### src/uart_pkg.sv
// Constants and types shared by the serial transmitter/receiver block.
// Assumes a single 125 MHz system clock and synchronous active-high reset.
// Function
// RULE1: Transmitter starts characters only while tx_on is set.
// RULE2: Receiver accepts characters only while receive enable is set.
// RULE3: With parity on and multidrop off, generate and check even/odd parity.
// RULE4: Holding-empty flag is 1 when data register free, 0 when occupied.
// RULE5: Written byte moves to shift register and is sent automatically.
// RULE6: In multidrop mode ninth bit follows tx_ninth_bit: 1 address, 0 data.
// RULE7: Transmit interrupt is high whenever the transmit data register is empty. The code also requires tx_on, so it stays low while tx_on is clear.
// RULE8: Receive-ready flag is 1 when receive register holds a byte.
// RULE9: Receive interrupt for data, errors, break; status shows the cause.
// RULE10: Setting chooses receive interrupt on data and errors, or errors only.
// RULE11: Multidrop enable turns on ninth bit; two-bit scheme selects matching.
// RULE12: Automatic schemes compare received address bytes to own-address value.
// RULE13: Clear-to-send gates transmission only when flow_ctrl_on is set.
// RULE14: Clear-to-send sampled one clock before each character; holds it off.
// RULE15: Remote deasserts clear-to-send one clock before the character begins.
// RULE16: A character already shifting is finished before pausing.
// RULE17: Bit rate comes from a divisor in high and low byte registers.
// RULE18: Eight data bits lsb first, low start bit, one or two stop bits.
// RULE19: Multidrop ninth bit sent after data, before stop, replacing parity.
// RULE20: Writing transmit data clears the holding-empty flag.
// RULE21: Holding-empty flag sets once the first bit has been shifted out.
// RULE22: Idle transmit line stays high.
// RULE23: Received ninth bit is captured with each character.
`default_nettype none
package uart_pkg;
  localparam int        DATA_W        = 8;
  localparam int        RX_WORD_W     = 12;
  localparam int        FIFO_DEPTH    = 16;
  localparam int        OVS           = 16;
  localparam logic [3:0] OVS_LAST     = 4'hF;
  localparam logic [3:0] OVS_MID      = 4'h7;
  localparam logic [15:0] DIV_RESET   = 16'h0002;
  localparam logic [7:0] ADDR_RESET   = 8'h00;
  localparam logic [1:0] SCHEME_NONE  = 2'h0;
  localparam logic [1:0] SCHEME_ALLADR = 2'h1;
  localparam logic [1:0] SCHEME_MATCH = 2'h2;
  localparam logic [1:0] SCHEME_DATA  = 2'h3;
  localparam int        RXW_NINTH     = 8;
  localparam int        RXW_PERR      = 9;
  localparam int        RXW_FERR      = 10;
  localparam int        RXW_BREAK     = 11;
  typedef enum logic [2:0] {ST_IDLE, ST_START, ST_DATA, ST_EXTRA, ST_STOP} ser_state_e;

  function automatic logic parity_of(input logic [7:0] d, input logic odd);
    parity_of = (^d) ^ odd;
  endfunction
endpackage
`default_nettype wire

### src/uart_baud.sv
// Oversampling tick generator from a 16-bit divisor.
// Assumes divisor is at least 1; a tick is one clock wide.
`timescale 1ns/1ps
`default_nettype none
module uart_baud (
  // Clock and reset
  input  wire logic        clk,
  input  wire logic        rst,
  // Divisor
  input  wire logic [15:0] divisor,
  // Tick at sixteen times the bit rate
  output logic             tick
);
  logic [15:0] cnt_q;
  wire         wrap = (cnt_q + 16'h0001 >= divisor);

  assign tick = wrap;

  always_ff @(posedge clk)
  begin
    if (rst)
      cnt_q <= '0;
    else if (wrap)
      cnt_q <= '0;
    else
      cnt_q <= cnt_q + 16'h0001;
  end
endmodule // uart_baud
`default_nettype wire

### src/uart_fifo.sv
// Synchronous FIFO with valid/ready on both sides.
// Assumes one clock and synchronous active-high reset.
`timescale 1ns/1ps
`default_nettype none
module uart_fifo #(
  parameter int WIDTH = 12,
  parameter int DEPTH = 16
) (
  // Clock and reset
  input  wire logic             clk,
  input  wire logic             rst,
  // Fill side
  input  wire logic             in_valid,
  output logic                  in_ready,
  input  wire logic [WIDTH-1:0] in_data,
  // Drain side
  output logic                  out_valid,
  input  wire logic             out_ready,
  output logic [WIDTH-1:0]      out_data
);
  localparam int AW = $clog2(DEPTH);
  logic [WIDTH-1:0] mem [DEPTH];
  logic [AW-1:0]    wr_q;
  logic [AW-1:0]    rd_q;
  logic [AW:0]      cnt_q;
  wire              push = in_valid && in_ready;
  wire              pop  = out_valid && out_ready;

  assign in_ready  = (cnt_q != (AW+1)'(DEPTH));
  assign out_valid = (cnt_q != '0);
  assign out_data  = mem[rd_q];

  always_ff @(posedge clk)
  begin
    if (push)
      mem[wr_q] <= in_data;
  end

  always_ff @(posedge clk)
  begin
    if (rst)
    begin
      wr_q  <= '0;
      rd_q  <= '0;
      cnt_q <= '0;
    end
    else
    begin
      if (push)
        wr_q <= wr_q + 1'b1;
      if (pop)
        rd_q <= rd_q + 1'b1;
      cnt_q <= cnt_q + (AW+1)'(push) - (AW+1)'(pop);
    end
  end
endmodule // uart_fifo
`default_nettype wire

### src/uart_txrx.sv
// Full-duplex serial transmitter/receiver with multidrop and flow control.
// Assumes all control inputs are synchronous to REF_CLK and held steady.
`timescale 1ns/1ps
`default_nettype none
module uart_txrx
  import uart_pkg::*;
(
  // Clock and reset
  input  wire logic                    REF_CLK,
  input  wire logic                    RST,
  // Bit rate divisor bytes
  input  wire logic [7:0]              DIV_HIGH,
  input  wire logic [7:0]              DIV_LOW,
  // Control
  input  wire logic                    TX_ON,
  input  wire logic                    RX_ON,
  input  wire logic                    PARITY_ON,
  input  wire logic                    PARITY_ODD,
  input  wire logic                    TWO_STOP,
  input  wire logic                    FLOW_CTRL_ON,
  input  wire logic                    MULTIDROP_ON,
  input  wire logic [1:0]              MULTIDROP_MATCH_SCHEME,
  input  wire logic                    TX_NINTH_BIT,
  input  wire logic                    RX_ERR_IRQ_ONLY,
  input  wire logic [7:0]              OWN_ADDRESS,
  // Transmit data register write
  input  wire logic                    TX_WRITE,
  input  wire logic [uart_pkg::DATA_W-1:0] TX_DATA,
  // Receive data register read
  input  wire logic                    RX_READ,
  output logic [uart_pkg::DATA_W-1:0]  RX_DATA,
  output logic                         RX_NINTH_BIT,
  output logic                         RX_NEW_FRAME,
  // Status
  output logic                         TX_HOLDING_EMPTY,
  output logic                         RX_BYTE_READY,
  output logic                         RX_PARITY_ERR,
  output logic                         RX_FRAME_ERR,
  output logic                         RX_BREAK,
  output logic                         RX_OVERRUN,
  output logic                         TX_BUSY,
  // Interrupt requests
  output logic                         TX_IRQ,
  output logic                         RX_IRQ,
  // Serial line
  output logic                         TXD,
  input  wire logic                    RXD,
  input  wire logic                    CTS_N
);
  import uart_pkg::*;

  // Shared bit-rate tick
  wire  [15:0] divisor = {DIV_HIGH, DIV_LOW}; // [RULE17]
  logic        tick;
  uart_baud u_baud (
    .clk     (REF_CLK),
    .rst     (RST),
    .divisor (divisor),
    .tick    (tick)
  );

  // ---------------- Transmitter ----------------
  logic [7:0]  hold_q;
  logic        hold_ninth_q;
  logic        hold_full_q;
  ser_state_e  tx_st_q;
  logic [7:0]  tx_sh_q;
  logic        tx_extra_q;
  logic        tx_use_extra_q;
  logic [3:0]  tx_ph_q;
  logic [2:0]  tx_bit_q;
  logic        tx_stop2_q;
  logic        cts_ok_q;
  logic        txd_q;

  wire tx_bit_end = tick && (tx_ph_q == OVS_LAST);
  wire cts_clear  = !FLOW_CTRL_ON || cts_ok_q; // [RULE13]
  wire tx_start   = (tx_st_q == ST_IDLE) && hold_full_q && TX_ON && cts_clear; // [RULE1] [RULE5]
  wire extra_on   = MULTIDROP_ON || PARITY_ON;
  wire extra_val  = MULTIDROP_ON ? hold_ninth_q // [RULE6]
                                 : parity_of(hold_q, PARITY_ODD); // [RULE3]

  assign TX_HOLDING_EMPTY = !hold_full_q; // [RULE4]
  assign TX_IRQ           = TX_ON && !hold_full_q; // [RULE7]
  assign TX_BUSY          = (tx_st_q != ST_IDLE);
  assign TXD              = txd_q;

  // CTS seen one clock before the start decision
  always_ff @(posedge REF_CLK)
  begin
    if (RST)
      cts_ok_q <= 1'b0;
    else
      cts_ok_q <= !CTS_N; // [RULE14]
  end

  // Holding register; empties once the start bit has gone out
  always_ff @(posedge REF_CLK)
  begin
    if (RST)
    begin
      hold_q       <= '0;
      hold_ninth_q <= 1'b0;
      hold_full_q  <= 1'b0;
    end
    else if (TX_WRITE)
    begin
      hold_q       <= TX_DATA;
      hold_ninth_q <= TX_NINTH_BIT;
      hold_full_q  <= 1'b1; // [RULE20]
    end
    else if (tx_st_q == ST_START && tx_bit_end)
      hold_full_q  <= 1'b0; // [RULE21]
  end

  always_ff @(posedge REF_CLK)
  begin
    if (RST)
    begin
      tx_st_q        <= ST_IDLE;
      tx_sh_q        <= '0;
      tx_extra_q     <= 1'b1;
      tx_use_extra_q <= 1'b0;
      tx_ph_q        <= '0;
      tx_bit_q       <= '0;
      tx_stop2_q     <= 1'b0;
      txd_q          <= 1'b1;
    end
    else
    begin
      if (tick)
        tx_ph_q <= tx_ph_q + 4'h1;
      case (tx_st_q)
        ST_IDLE:
        begin
          txd_q <= 1'b1; // [RULE22]
          if (tx_start)
          begin
            tx_sh_q        <= hold_q;
            tx_extra_q     <= extra_val;
            tx_use_extra_q <= extra_on;
            tx_stop2_q     <= TWO_STOP;
            tx_ph_q        <= '0;
            txd_q          <= 1'b0; // [RULE18]
            tx_st_q        <= ST_START;
          end
        end
        ST_START:
          if (tx_bit_end)
          begin
            txd_q    <= tx_sh_q[0];
            tx_sh_q  <= {1'b1, tx_sh_q[7:1]};
            tx_bit_q <= '0;
            tx_st_q  <= ST_DATA;
          end
        ST_DATA:
          if (tx_bit_end)
          begin
            if (tx_bit_q == 3'h7)
            begin
              txd_q   <= tx_use_extra_q ? tx_extra_q : 1'b1; // [RULE19]
              tx_st_q <= tx_use_extra_q ? ST_EXTRA : ST_STOP;
            end
            else
            begin
              txd_q    <= tx_sh_q[0];
              tx_sh_q  <= {1'b1, tx_sh_q[7:1]};
              tx_bit_q <= tx_bit_q + 3'h1;
            end
          end
        ST_EXTRA:
          if (tx_bit_end)
          begin
            txd_q   <= 1'b1;
            tx_st_q <= ST_STOP;
          end
        ST_STOP:
          if (tx_bit_end)
          begin
            if (tx_stop2_q)
              tx_stop2_q <= 1'b0;
            else
              tx_st_q <= ST_IDLE; // [RULE16]
          end
        default:
          tx_st_q <= ST_IDLE;
      endcase
    end
  end

  // ---------------- Receiver ----------------
  ser_state_e  rx_st_q;
  logic [3:0]  rx_ph_q;
  logic [2:0]  rx_bit_q;
  logic [7:0]  rx_sh_q;
  logic        rx_extra_q;
  logic        rx_use_extra_q;
  logic        rx_perr_q;
  logic        rx_in_frame_q;
  logic        rx_first_q;

  wire rx_mid    = tick && (rx_ph_q == OVS_MID);
  wire stop_seen = rx_mid && (rx_st_q == ST_STOP);
  wire ferr      = !RXD;
  wire brk       = ferr && (rx_sh_q == 8'h00) && !(rx_use_extra_q && rx_extra_q);
  wire is_addr   = MULTIDROP_ON && rx_extra_q; // [RULE23]
  wire addr_hit  = (rx_sh_q == OWN_ADDRESS); // [RULE12]
  wire auto_sch  = MULTIDROP_MATCH_SCHEME[1];
  wire errs      = ferr || rx_perr_q;

  // Multidrop acceptance for the character just completed
  logic keep;
  always_comb
  begin
    keep = 1'b1;
    if (MULTIDROP_ON) // [RULE11]
    begin
      case (MULTIDROP_MATCH_SCHEME)
        SCHEME_NONE:   keep = 1'b1;
        SCHEME_ALLADR: keep = is_addr;
        SCHEME_MATCH:  keep = is_addr ? addr_hit : rx_in_frame_q;
        SCHEME_DATA:   keep = !is_addr && rx_in_frame_q;
        default:       keep = 1'b1;
      endcase
    end
  end

  wire [RX_WORD_W-1:0] rx_word = {brk, ferr, rx_perr_q, rx_extra_q, rx_sh_q};
  wire                 push    = stop_seen && (keep || errs);
  logic                fifo_in_ready;
  logic                fifo_out_valid;
  logic [RX_WORD_W-1:0] fifo_out;

  // Received characters queue for software
  uart_fifo #(
    .WIDTH (RX_WORD_W),
    .DEPTH (FIFO_DEPTH)
  ) u_rx_fifo (
    .clk       (REF_CLK),
    .rst       (RST),
    .in_valid  (push),
    .in_ready  (fifo_in_ready),
    .in_data   (rx_word),
    .out_valid (fifo_out_valid),
    .out_ready (RX_READ),
    .out_data  (fifo_out)
  );

  assign RX_BYTE_READY = fifo_out_valid; // [RULE8]
  assign RX_DATA       = fifo_out[7:0];
  assign RX_NINTH_BIT  = fifo_out[RXW_NINTH];
  assign RX_PARITY_ERR = fifo_out_valid && fifo_out[RXW_PERR]; // [RULE9]
  assign RX_FRAME_ERR  = fifo_out_valid && fifo_out[RXW_FERR];
  assign RX_BREAK      = fifo_out_valid && fifo_out[RXW_BREAK];
  wire   head_err      = RX_PARITY_ERR || RX_FRAME_ERR || RX_BREAK;
  assign RX_IRQ        = head_err || RX_OVERRUN
                         || (fifo_out_valid && !RX_ERR_IRQ_ONLY); // [RULE10]

  always_ff @(posedge REF_CLK)
  begin
    if (RST)
    begin
      rx_st_q        <= ST_IDLE;
      rx_ph_q        <= '0;
      rx_bit_q       <= '0;
      rx_sh_q        <= '0;
      rx_extra_q     <= 1'b0;
      rx_use_extra_q <= 1'b0;
      rx_perr_q      <= 1'b0;
      rx_in_frame_q  <= 1'b0;
      rx_first_q     <= 1'b0;
      RX_OVERRUN     <= 1'b0;
      RX_NEW_FRAME   <= 1'b0;
    end
    else
    begin
      if (tick)
        rx_ph_q <= rx_ph_q + 4'h1;
      if (RX_READ && fifo_out_valid)
        RX_OVERRUN <= 1'b0;
      if (push && !fifo_in_ready)
        RX_OVERRUN <= 1'b1;
      case (rx_st_q)
        ST_IDLE:
          if (RX_ON && !RXD) // [RULE2]
          begin
            rx_ph_q <= '0;
            rx_st_q <= ST_START;
          end
        ST_START:
          if (rx_mid)
          begin
            rx_ph_q        <= OVS_MID + 4'h1;
            rx_bit_q       <= '0;
            rx_use_extra_q <= MULTIDROP_ON || PARITY_ON;
            rx_extra_q     <= 1'b0;
            rx_st_q        <= RXD ? ST_IDLE : ST_DATA;
          end
        ST_DATA:
          if (rx_mid)
          begin
            rx_sh_q  <= {RXD, rx_sh_q[7:1]};
            rx_bit_q <= rx_bit_q + 3'h1;
            if (rx_bit_q == 3'h7)
              rx_st_q <= rx_use_extra_q ? ST_EXTRA : ST_STOP;
          end
        ST_EXTRA:
          if (rx_mid)
          begin
            rx_extra_q <= RXD;
            rx_perr_q  <= !MULTIDROP_ON && (RXD != parity_of(rx_sh_q, PARITY_ODD)); // [RULE3]
            rx_st_q    <= ST_STOP;
          end
        ST_STOP:
          if (rx_mid)
          begin
            rx_perr_q <= 1'b0;
            rx_st_q   <= ST_IDLE;
            if (is_addr && auto_sch)
            begin
              rx_in_frame_q <= addr_hit;
              rx_first_q    <= addr_hit;
            end
            else if (push && !is_addr)
              rx_first_q <= 1'b0;
            if (push && !is_addr)
              RX_NEW_FRAME <= rx_first_q && auto_sch;
          end
        default:
          rx_st_q <= ST_IDLE;
      endcase
    end
  end
endmodule // uart_txrx
`default_nettype wire

### config.mk
export PLATFORM = sky130hd
export DESIGN_NAME = uart_txrx
export DESIGN_NICKNAME = d
export VERILOG_FILES = /design/src/uart_pkg.sv /design/src/uart_baud.sv /design/src/uart_fifo.sv /design/src/uart_txrx.sv
export SDC_FILE = /design/constraint.sdc
export NUM_CORES = 1
export LEC_CHECK = 0
export ABC_AREA = 1
export BUFFER_PORTS_ARGS = -buffer_cell sky130_fd_sc_hd__buf_4
export CAP_MARGIN = 20
export CORE_MARGIN = 3
export CORE_UTILIZATION = 61
export CTS_CLUSTER_SIZE = 40
export DETAILED_ROUTE_END_ITERATION = 10
export GPL_ROUTABILITY_DRIVEN = 0
export PLACE_DENSITY = 0.86
export SYNTH_ARGS = -nofsm -noshare
export SYNTH_HDL_FRONTEND = slang
export SYNTH_HIERARCHICAL = 1
export SYNTH_SLANG_ARGS = --single-unit
### constraint.sdc
create_clock -name REF_CLK -period 5.8 [get_ports REF_CLK]
set_clock_uncertainty 0.2 [all_clocks]
set_input_delay 1.16 -clock REF_CLK [delete_from_list [all_inputs] [get_ports REF_CLK]]
set_output_delay 1.16 -clock REF_CLK [all_outputs]
set_load 0.01 [all_outputs]
**Word-level counts from Yosys, hierarchy flattened**

Memories as Yosys holds them, arrays and structs flattened. A register that Yosys moved wholly into a read port is not among the register bits.
Cells that the tools add are included.

- Shifts and indexed selects: 0
- Bitwise gates (word level): 2
- Div/mod/pow operators: 0
- $lt $le $gt $ge: 1
- Eq/ne operators: 32
- Multiply operators: 0
- Reductions and logical operators: 77
- Add/sub/neg operators: 9
- Multiplexer cells: 65

Operators by type and width:

| cell | number |
|---|---|
| 2-to-1 mux 3 bit | 19 |
| 2-to-1 mux 4 bit | 8 |
| 2-to-1 mux 8 bit | 4 |
| case mux 3 bit (5 select lines) | 2 |
| != test 2 bit, second input constant | 14 |
| logical AND 1 bit | 26 |
| case mux 8 bit (3 select lines) | 1 |
| 2-to-1 mux 1 bit | 22 |
| AND reduction 3 bit | 7 |
| adder 16 x 1 -> 16 bit, second input constant | 1 |
| adder 4 x 1 -> 4 bit, second input constant | 4 |
| >= comparator 16 bit | 1 |
| nonzero test 2 bit | 8 |
| XOR reduction 8 bit | 2 |
| == test 3 x 2 -> 1 bit, second input constant | 4 |
| == test 3 bit, second input constant | 4 |
| case mux 3 bit (2 select lines) | 2 |
| logical NOT 1 bit | 9 |
| == test 8 bit | 1 |
| logical NOT 8 bit | 1 |
| logical OR 1 bit | 8 |
| case mux 1 bit (4 select lines) | 2 |
| case mux 4 bit (2 select lines) | 1 |
| AND reduction 4 bit | 2 |
| 23 further kinds | 33 |

- Bits in latches: 0
- Output and inout bits: 20
- Memories: 1
- Input bits: 49
- Memory bits (read-only): 0
- Bits in registers: 87
- RAM bits: 192
- Logic and storage cells: 214

Memories:

| memory | depth | bits a word | rd ports | clocked after memory_dff | wr ports | line | source |
|---|---|---|---|---|---|---|---|
| u_rx_fifo.mem | 16 | 12 | 1 | 1 | 1 | uart_fifo.sv:22 | `logic [WIDTH-1:0] mem [DEPTH];` |

**Logic depth before layout (Yosys ltp)**

- Depth in word-level cells: 10
- Gate-level depth with buffers: 35
- Depth with buffers taken out: 34

**By module**

Netlist, hierarchy kept.

Modules (own cells, without submodules):

| module | times used | cells an instance | sequential area each (sq um) | area each (sq um) |
|---|---|---|---|---|
| uart_fifo | 1 | 912 | 6,105.9 | 9,162.5 |
| uart_txrx | 1 | 413 | 1,161.1 | 3,031.7 |
| uart_baud | 1 | 189 | 320.3 | 1,303.8 |

**Worst setup path after synthesis**

OpenSTA, ideal clock, no wires.

- Kind: in2reg
- Start: input DIV_LOW[7]
- End: memory u_rx_fifo.mem[12][0], enable pin
- Stages on the path: 21
- Arrival time: 3,549 ps
- Setup slack: 1,670 ps
- Buffers on the path: 1
- Library setup time: 380 ps
- Required time: 5,220 ps
- Cell sequence: inv_1 -> ha_1 -> nand2_1 -> inv_1 -> nand2_1 -> nor2_1 -> nor2_1 -> nand2_1 -> nand2_2 -> nand2_1 -> buf_4 -> nand3_2 -> nor2_2 -> inv_2 -> nor2_4 -> nand2_1 -> inv_1 -> nand2_1 -> inv_1 -> nand2_1 -> nor2_1

- Cells in the longest elaborated chain, start to end: 7

RTL lines:

| item | line | source |
|---|---|---|
| start, declared | uart_txrx.sv:13 | `input wire logic [7:0] DIV_LOW,` |
| >= comparator 16 bit | uart_baud.sv:15 | `wire wrap = (cnt_q + 16'h0001 >= divisor);` |
| named net tick | uart_txrx.sv:54 | `logic tick;` |
| logical AND 1 bit | uart_txrx.sv:202 | `wire rx_mid = tick && (rx_ph_q == OVS_MID);` |
| logical AND 1 bit | uart_txrx.sv:203 | `wire stop_seen = rx_mid && (rx_st_q == ST_STOP);` |
| logical AND 1 bit | uart_txrx.sv:229 | `wire push = stop_seen && (keep \|\| errs);` |
| named net push | uart_txrx.sv:229 |  |
| logical AND 1 bit | uart_fifo.sv:26 | `wire push = in_valid && in_ready;` |
| named net u_rx_fifo.push | uart_fifo.sv:26 |  |
| 2-to-1 mux 1 bit | uart_fifo.sv:35 | `if (push)` |
| 2-to-1 mux 1 bit (not written as such) | uart_fifo.sv:36 | `mem[wr_q] <= in_data;` |
| end, declared | uart_fifo.sv:22 |  |

The timed path passes the listed nets, and every way through them passes these cells.

**Worst setup path after layout**

- Start: register u_baud.cnt_q[0]
- End: memory u_rx_fifo.mem[6][10], enable pin

- Cells in the longest elaborated chain, start to end: 8

RTL lines:

| item | line | source |
|---|---|---|
| start, declared | uart_baud.sv:14 | `logic [15:0] cnt_q;` |
| start signal, assigned | uart_baud.sv:26 | `cnt_q <= cnt_q + 16'h0001;` |
| adder 16 x 1 -> 16 bit | uart_baud.sv:15 |  |
| >= comparator 16 bit | uart_baud.sv:15 |  |
| named net tick | uart_txrx.sv:54 |  |
| logical AND 1 bit | uart_txrx.sv:202 |  |
| logical AND 1 bit | uart_txrx.sv:203 |  |
| logical AND 1 bit | uart_txrx.sv:229 |  |
| named net push | uart_txrx.sv:229 |  |
| logical AND 1 bit | uart_fifo.sv:26 |  |
| named net u_rx_fifo.push | uart_fifo.sv:26 |  |
| 2-to-1 mux 1 bit | uart_fifo.sv:35 |  |
| 2-to-1 mux 1 bit (not written as such) | uart_fifo.sv:36 |  |

The timed path passes the listed nets, and every way through them passes these cells.

==> impl.org <==
** Run status
- Status :: finished, final reports clean

** Synth
- After Yosys synthesis, and, or, nand and nor cells account for between 20% and 30% of the synthesized area.
- In the post-synthesis netlist, the biggest area contributors are edfxtp_1 43%, dfxtp_1 13%, nand2_1 11%, inv_1 7.3%, nand3_1 6.1%.
- Post-Syn Area per Cell :: 8.92 um^2
- Top cell types by occurrence after synthesis :: 380 x nand2_1, 262 x inv_1, 192 x edfxtp_1
- Multiplexer area fraction after synthesis :: 0%
- Synth warnings :: 6
- Synthesis produced a netlist whose cell count is 1514.
- Synth Area in Compound Gates :: about 5%
- Net count after synthesis :: 1602
- After synthesis the cells add up to approximately 0.013 mm^2.
- The share of the Yosys chip area taken by registers is a little under three fifths.
- Synth cell types :: 47
- After synthesis, the largest family of logic cells by area is simple AND/OR/NAND/NOR gates.
- Xor-xnor portion of the synthesized cell area :: 2.34%
- Number of flops mapped to enable cells by yosys :: 192
- Most instantiated library cell after synthesis :: nand2_1
- Fraction of registers with async set/reset :: 0%
- Area share of the largest cell type after synthesis :: 42.7%
- The synthesized design contains roughly 280 register bits.
- For this run, the leading register cell type out of synthesis is edfxtp_1.
- The largest total area in the synthesized netlist belongs to edfxtp_1.
- Post-synthesis adder-cell area fraction :: 3.67%

** Pwr
- Total leakage power :: between 6 and 7 nW
- Sequential cells account for about two fifths of the total power.
- Switching power share of the total :: 31.9%
- The analysis attributes to net switching a power of 1.76 mW.
- Power Internal :: 3.76 mW
- The clock network accounts for 32.6% of the total power.
- In this run the power density over the cells is 365 mW/mm^2.
- Worst VDD drop :: 294 uV
- Fraction of power consumed by combinational cells :: 25.9%

** Detailed routing
- For this run, design rule violations remaining after detail routing come to 0.
- The count of nets left with antenna violations once routing finished came out at 0.
- Average wire length per cell after detail routing :: 16.2 um
- For this block, the routed nets add up to 30400 um of wire.
- The first TritonRoute pass finished after 6 iterations.
- The detailed router finished its first iteration with 1044 violations.
- Detailed routing inserted a total of 10209 vias.
- Detail-routed via count per cell :: 5.43

** Clock network
- Worst-path clk slew :: ~60 ps
- The number of gates resized after CTS was 0.
- CTS tree :: built
- Number of clock buffers inserted by TritonCTS :: 29
- The number of hold buffers added after CTS was 0.
- Number of sinks driven by the clock tree :: around 280
- Post-CTS setup buffer count :: 0
- The clock passes through at most 3 buffers.
- Number of levels the H-tree was split into :: 1
- Root Buffer :: clkbuf_16
- Clock latency on the worst-skew pair, taken at its later pin, is 540 ps.

** Global route
- Pin count of the biggest net entering global routing :: 97
- Number of antenna violations at the first check in global routing :: 0
- The number of global-route vias before repair was 10126.
- Global routing finished with a remaining overflow of 0.
- GRT Overall Usage :: 25.4%
- The first global-routing pass estimated about 50000 um of wire.

** Setup path
- FF-to-FF setup slack :: approximately 830 ps
- Worst path most repeated cell :: nand2_1
- Class of the most critical setup path :: register to register
- STA classifies the critical path endpoint as a register.
- Cells on worst reg2reg path :: 26
- Worst setup SP type :: register
- The worst register-to-register path ends at u_rx_fifo/mem[6][10]$_DFFE_PP_.
- Along the worst path, the maximum fanout reaches 12.
- Slowest library cell on the worst path :: nor2_1
- In this run the critical register-to-register path is launched from u_baud/cnt_q[0]$_SDFF_PP0_.
- Data required time of the worst path :: 5750 ps
- Critical path data arrival time :: 4920 ps
- Slowest stage delay, CP :: 820 ps

** Timing
- RSZ-0062 raised after global routing :: no
- The routed design could run at a clock period as short as 4970 ps.
- Setup total negative slack on the finished layout was measured at 0 ps.
- The final number of max-transition violations came to 0.
- Setup violations remaining at the end of the flow were counted as 0.
- For this run, the top clock speed supported by timing is 201 MHz.
- Portion of the clock cycle consumed by the worst path in the final layout :: 85.6%
- Slew headroom :: 29.0%
- For the pin with the worst max-slew slack, the measured transition is 1060 ps.
- The final hold violation count is 0.

** Floorplan
- Number of ports placed on the die boundary :: 69
- Die boundary height :: 155 um
- Effective utilization at floorplan :: 63.2%
- Row generation in the floorplan step produced 53 rows.
- Die Span X :: 155 um
- The core region is 0.0214 mm^2.
- Total Die Area :: 0.0239 mm^2

** Min path
- Hold/Removal Path Class :: register to register
- Hold wc startpoint :: tx_sh_q[5]$_SDFFE_PP0P_
- Endpoint of the worst hold-timing path :: tx_sh_q[5]$_SDFFE_PP0P_
- Cell depth of the worst min-delay path :: 2

** Placed design
- Port buffering added 68 buffers.
- Once placement completed, the tool counted placed cells totaling 1827.
- Detailed placement ended at an HPWL of 19400 um.

** Finish
- The repair_antennas step left the layout with diodes totalling 0.
- After the flow finishes, the layout carries non-filler instances totaling between 1500 and 2000.
- Relative to the synthesized area, the layout overhead comes to 12.0%.
- Nets :: 1671
- Share of final-layout standard cells stronger than drive strength 1 :: between 10% and 20%

** Flow run
- Maxcap violations :: 0
critical path: cells and delay by family, from the launching register on:
kind	cells	cell delay [ps]
XOR/XNOR	1	170
flip-flops	1	440
buffers and inverters	5	550
AND/OR/NAND/NOR	18	2690
adder cells (fa/ha/maj)	2	510
power by group through the flow:
stage | registers [mW] | logic (mW) | clock network (mW)
after floorplan | 2.31 | 1.06 | 0
after global placement | 2.33 | 1.35 | 0
after detailed placement | 2.33 | 1.40 | 0
after CTS | 2.29 | 1.42 | 1.82
after global routing | 2.30 | 1.59 | 1.91
final | 2.29 | 1.43 | 1.80
layer usage:
metal	routed length (um)	up-vias	share of wire [%]	global-route usage [%]
met1	11900	4730	39	32.4
met5	0	-	0	0
met2	15200	433	50	44.2
met4	823	0	2.7	7.78
li1	-	4977	-	-
met3	2560	69	8.4	4.73
sequential cells by signal (all words and copies together) (netlist names), 4 cells and up, named ones only:
register	count
u_rx_fifo/wr_q	4
u_baud/cnt_q	16
u_rx_fifo/rd_q	4
u_rx_fifo/mem	192
hold_q	8
tx_sh_q	8
u_rx_fifo/cnt_q	5
tx_ph_q	4
rx_ph_q	4
rx_sh_q	8
layout make-up:
type	instances	area [um^2]
clock buffer	33	741
tap	275	344
sequential	283	7590
clock inverter	19	166
timing repair buffer	87	653
inverter	281	1060
fill	1573	6240
multi-input combinational	901	4560
cells by family after synthesis:
kind of cell               Yosys count
DFF                                283
and+or+nand+nor                    705
buffers and inverters              330
AOI/OAI and AO/OA                  121
xor gates and xnor gates            36
adders and majority gates           39
metrics by stage:
step	utilization, %	power (mW)	cell area (um^2)	setup slack (ps)	hold WS [ps]
finish	70.8	5.52	15100	834	255
floorplan	-	3.36	13500	1670	225
CTS	70.8	5.53	15100	824	256
global placement	66.5	3.68	14200	1090	235
global route	70.8	5.80	15100	355	275
detailed placement	66.5	3.73	14200	858	243
placed cells by master, fill, tap and decap left out, drive strengths merged:
cell,Yosys,routed
buf,38,87
bufinv,0,3
ha,38,38
nand4,12,12
nor2,123,123
o21ai,52,52
a31o,1,1
o211ai,3,3
nand3,169,169
edfxtp,192,192
o31ai,1,1
nor3b,1,1
or2,1,1
nor3,10,10
a211oi,5,5
fa,1,1
dfxtp,91,91
xor2,17,17
xnor2,19,19
clkbuf,11,33
o311ai,1,1
o21bai,2,2
clkinv,1,16
a31oi,2,2
a21oi,54,54
nand2,386,386
inv,280,281
nor4,3,3
worst max-delay path by stage:
stage          cells after the start                        from                              to  slack, ps
2_1_floorplan                     21                  DIV_LOW[7]  u_rx_fifo/mem[12][0]$_DFFE_PP_       1670
3_3_place_gp                      21                  DIV_LOW[7]   u_rx_fifo/mem[5][9]$_DFFE_PP_       1090
3_5_place_dp                      26  u_baud/cnt_q[0]$_SDFF_PP0_   u_rx_fifo/mem[6][2]$_DFFE_PP_        860
4_1_cts                           26  u_baud/cnt_q[0]$_SDFF_PP0_  u_rx_fifo/mem[6][10]$_DFFE_PP_        820
5_1_grt                           26  u_baud/cnt_q[0]$_SDFF_PP0_  u_rx_fifo/mem[6][10]$_DFFE_PP_        360
6_report                          26  u_baud/cnt_q[0]$_SDFF_PP0_  u_rx_fifo/mem[6][10]$_DFFE_PP_        830
Power figures use the tool's default switching activity.
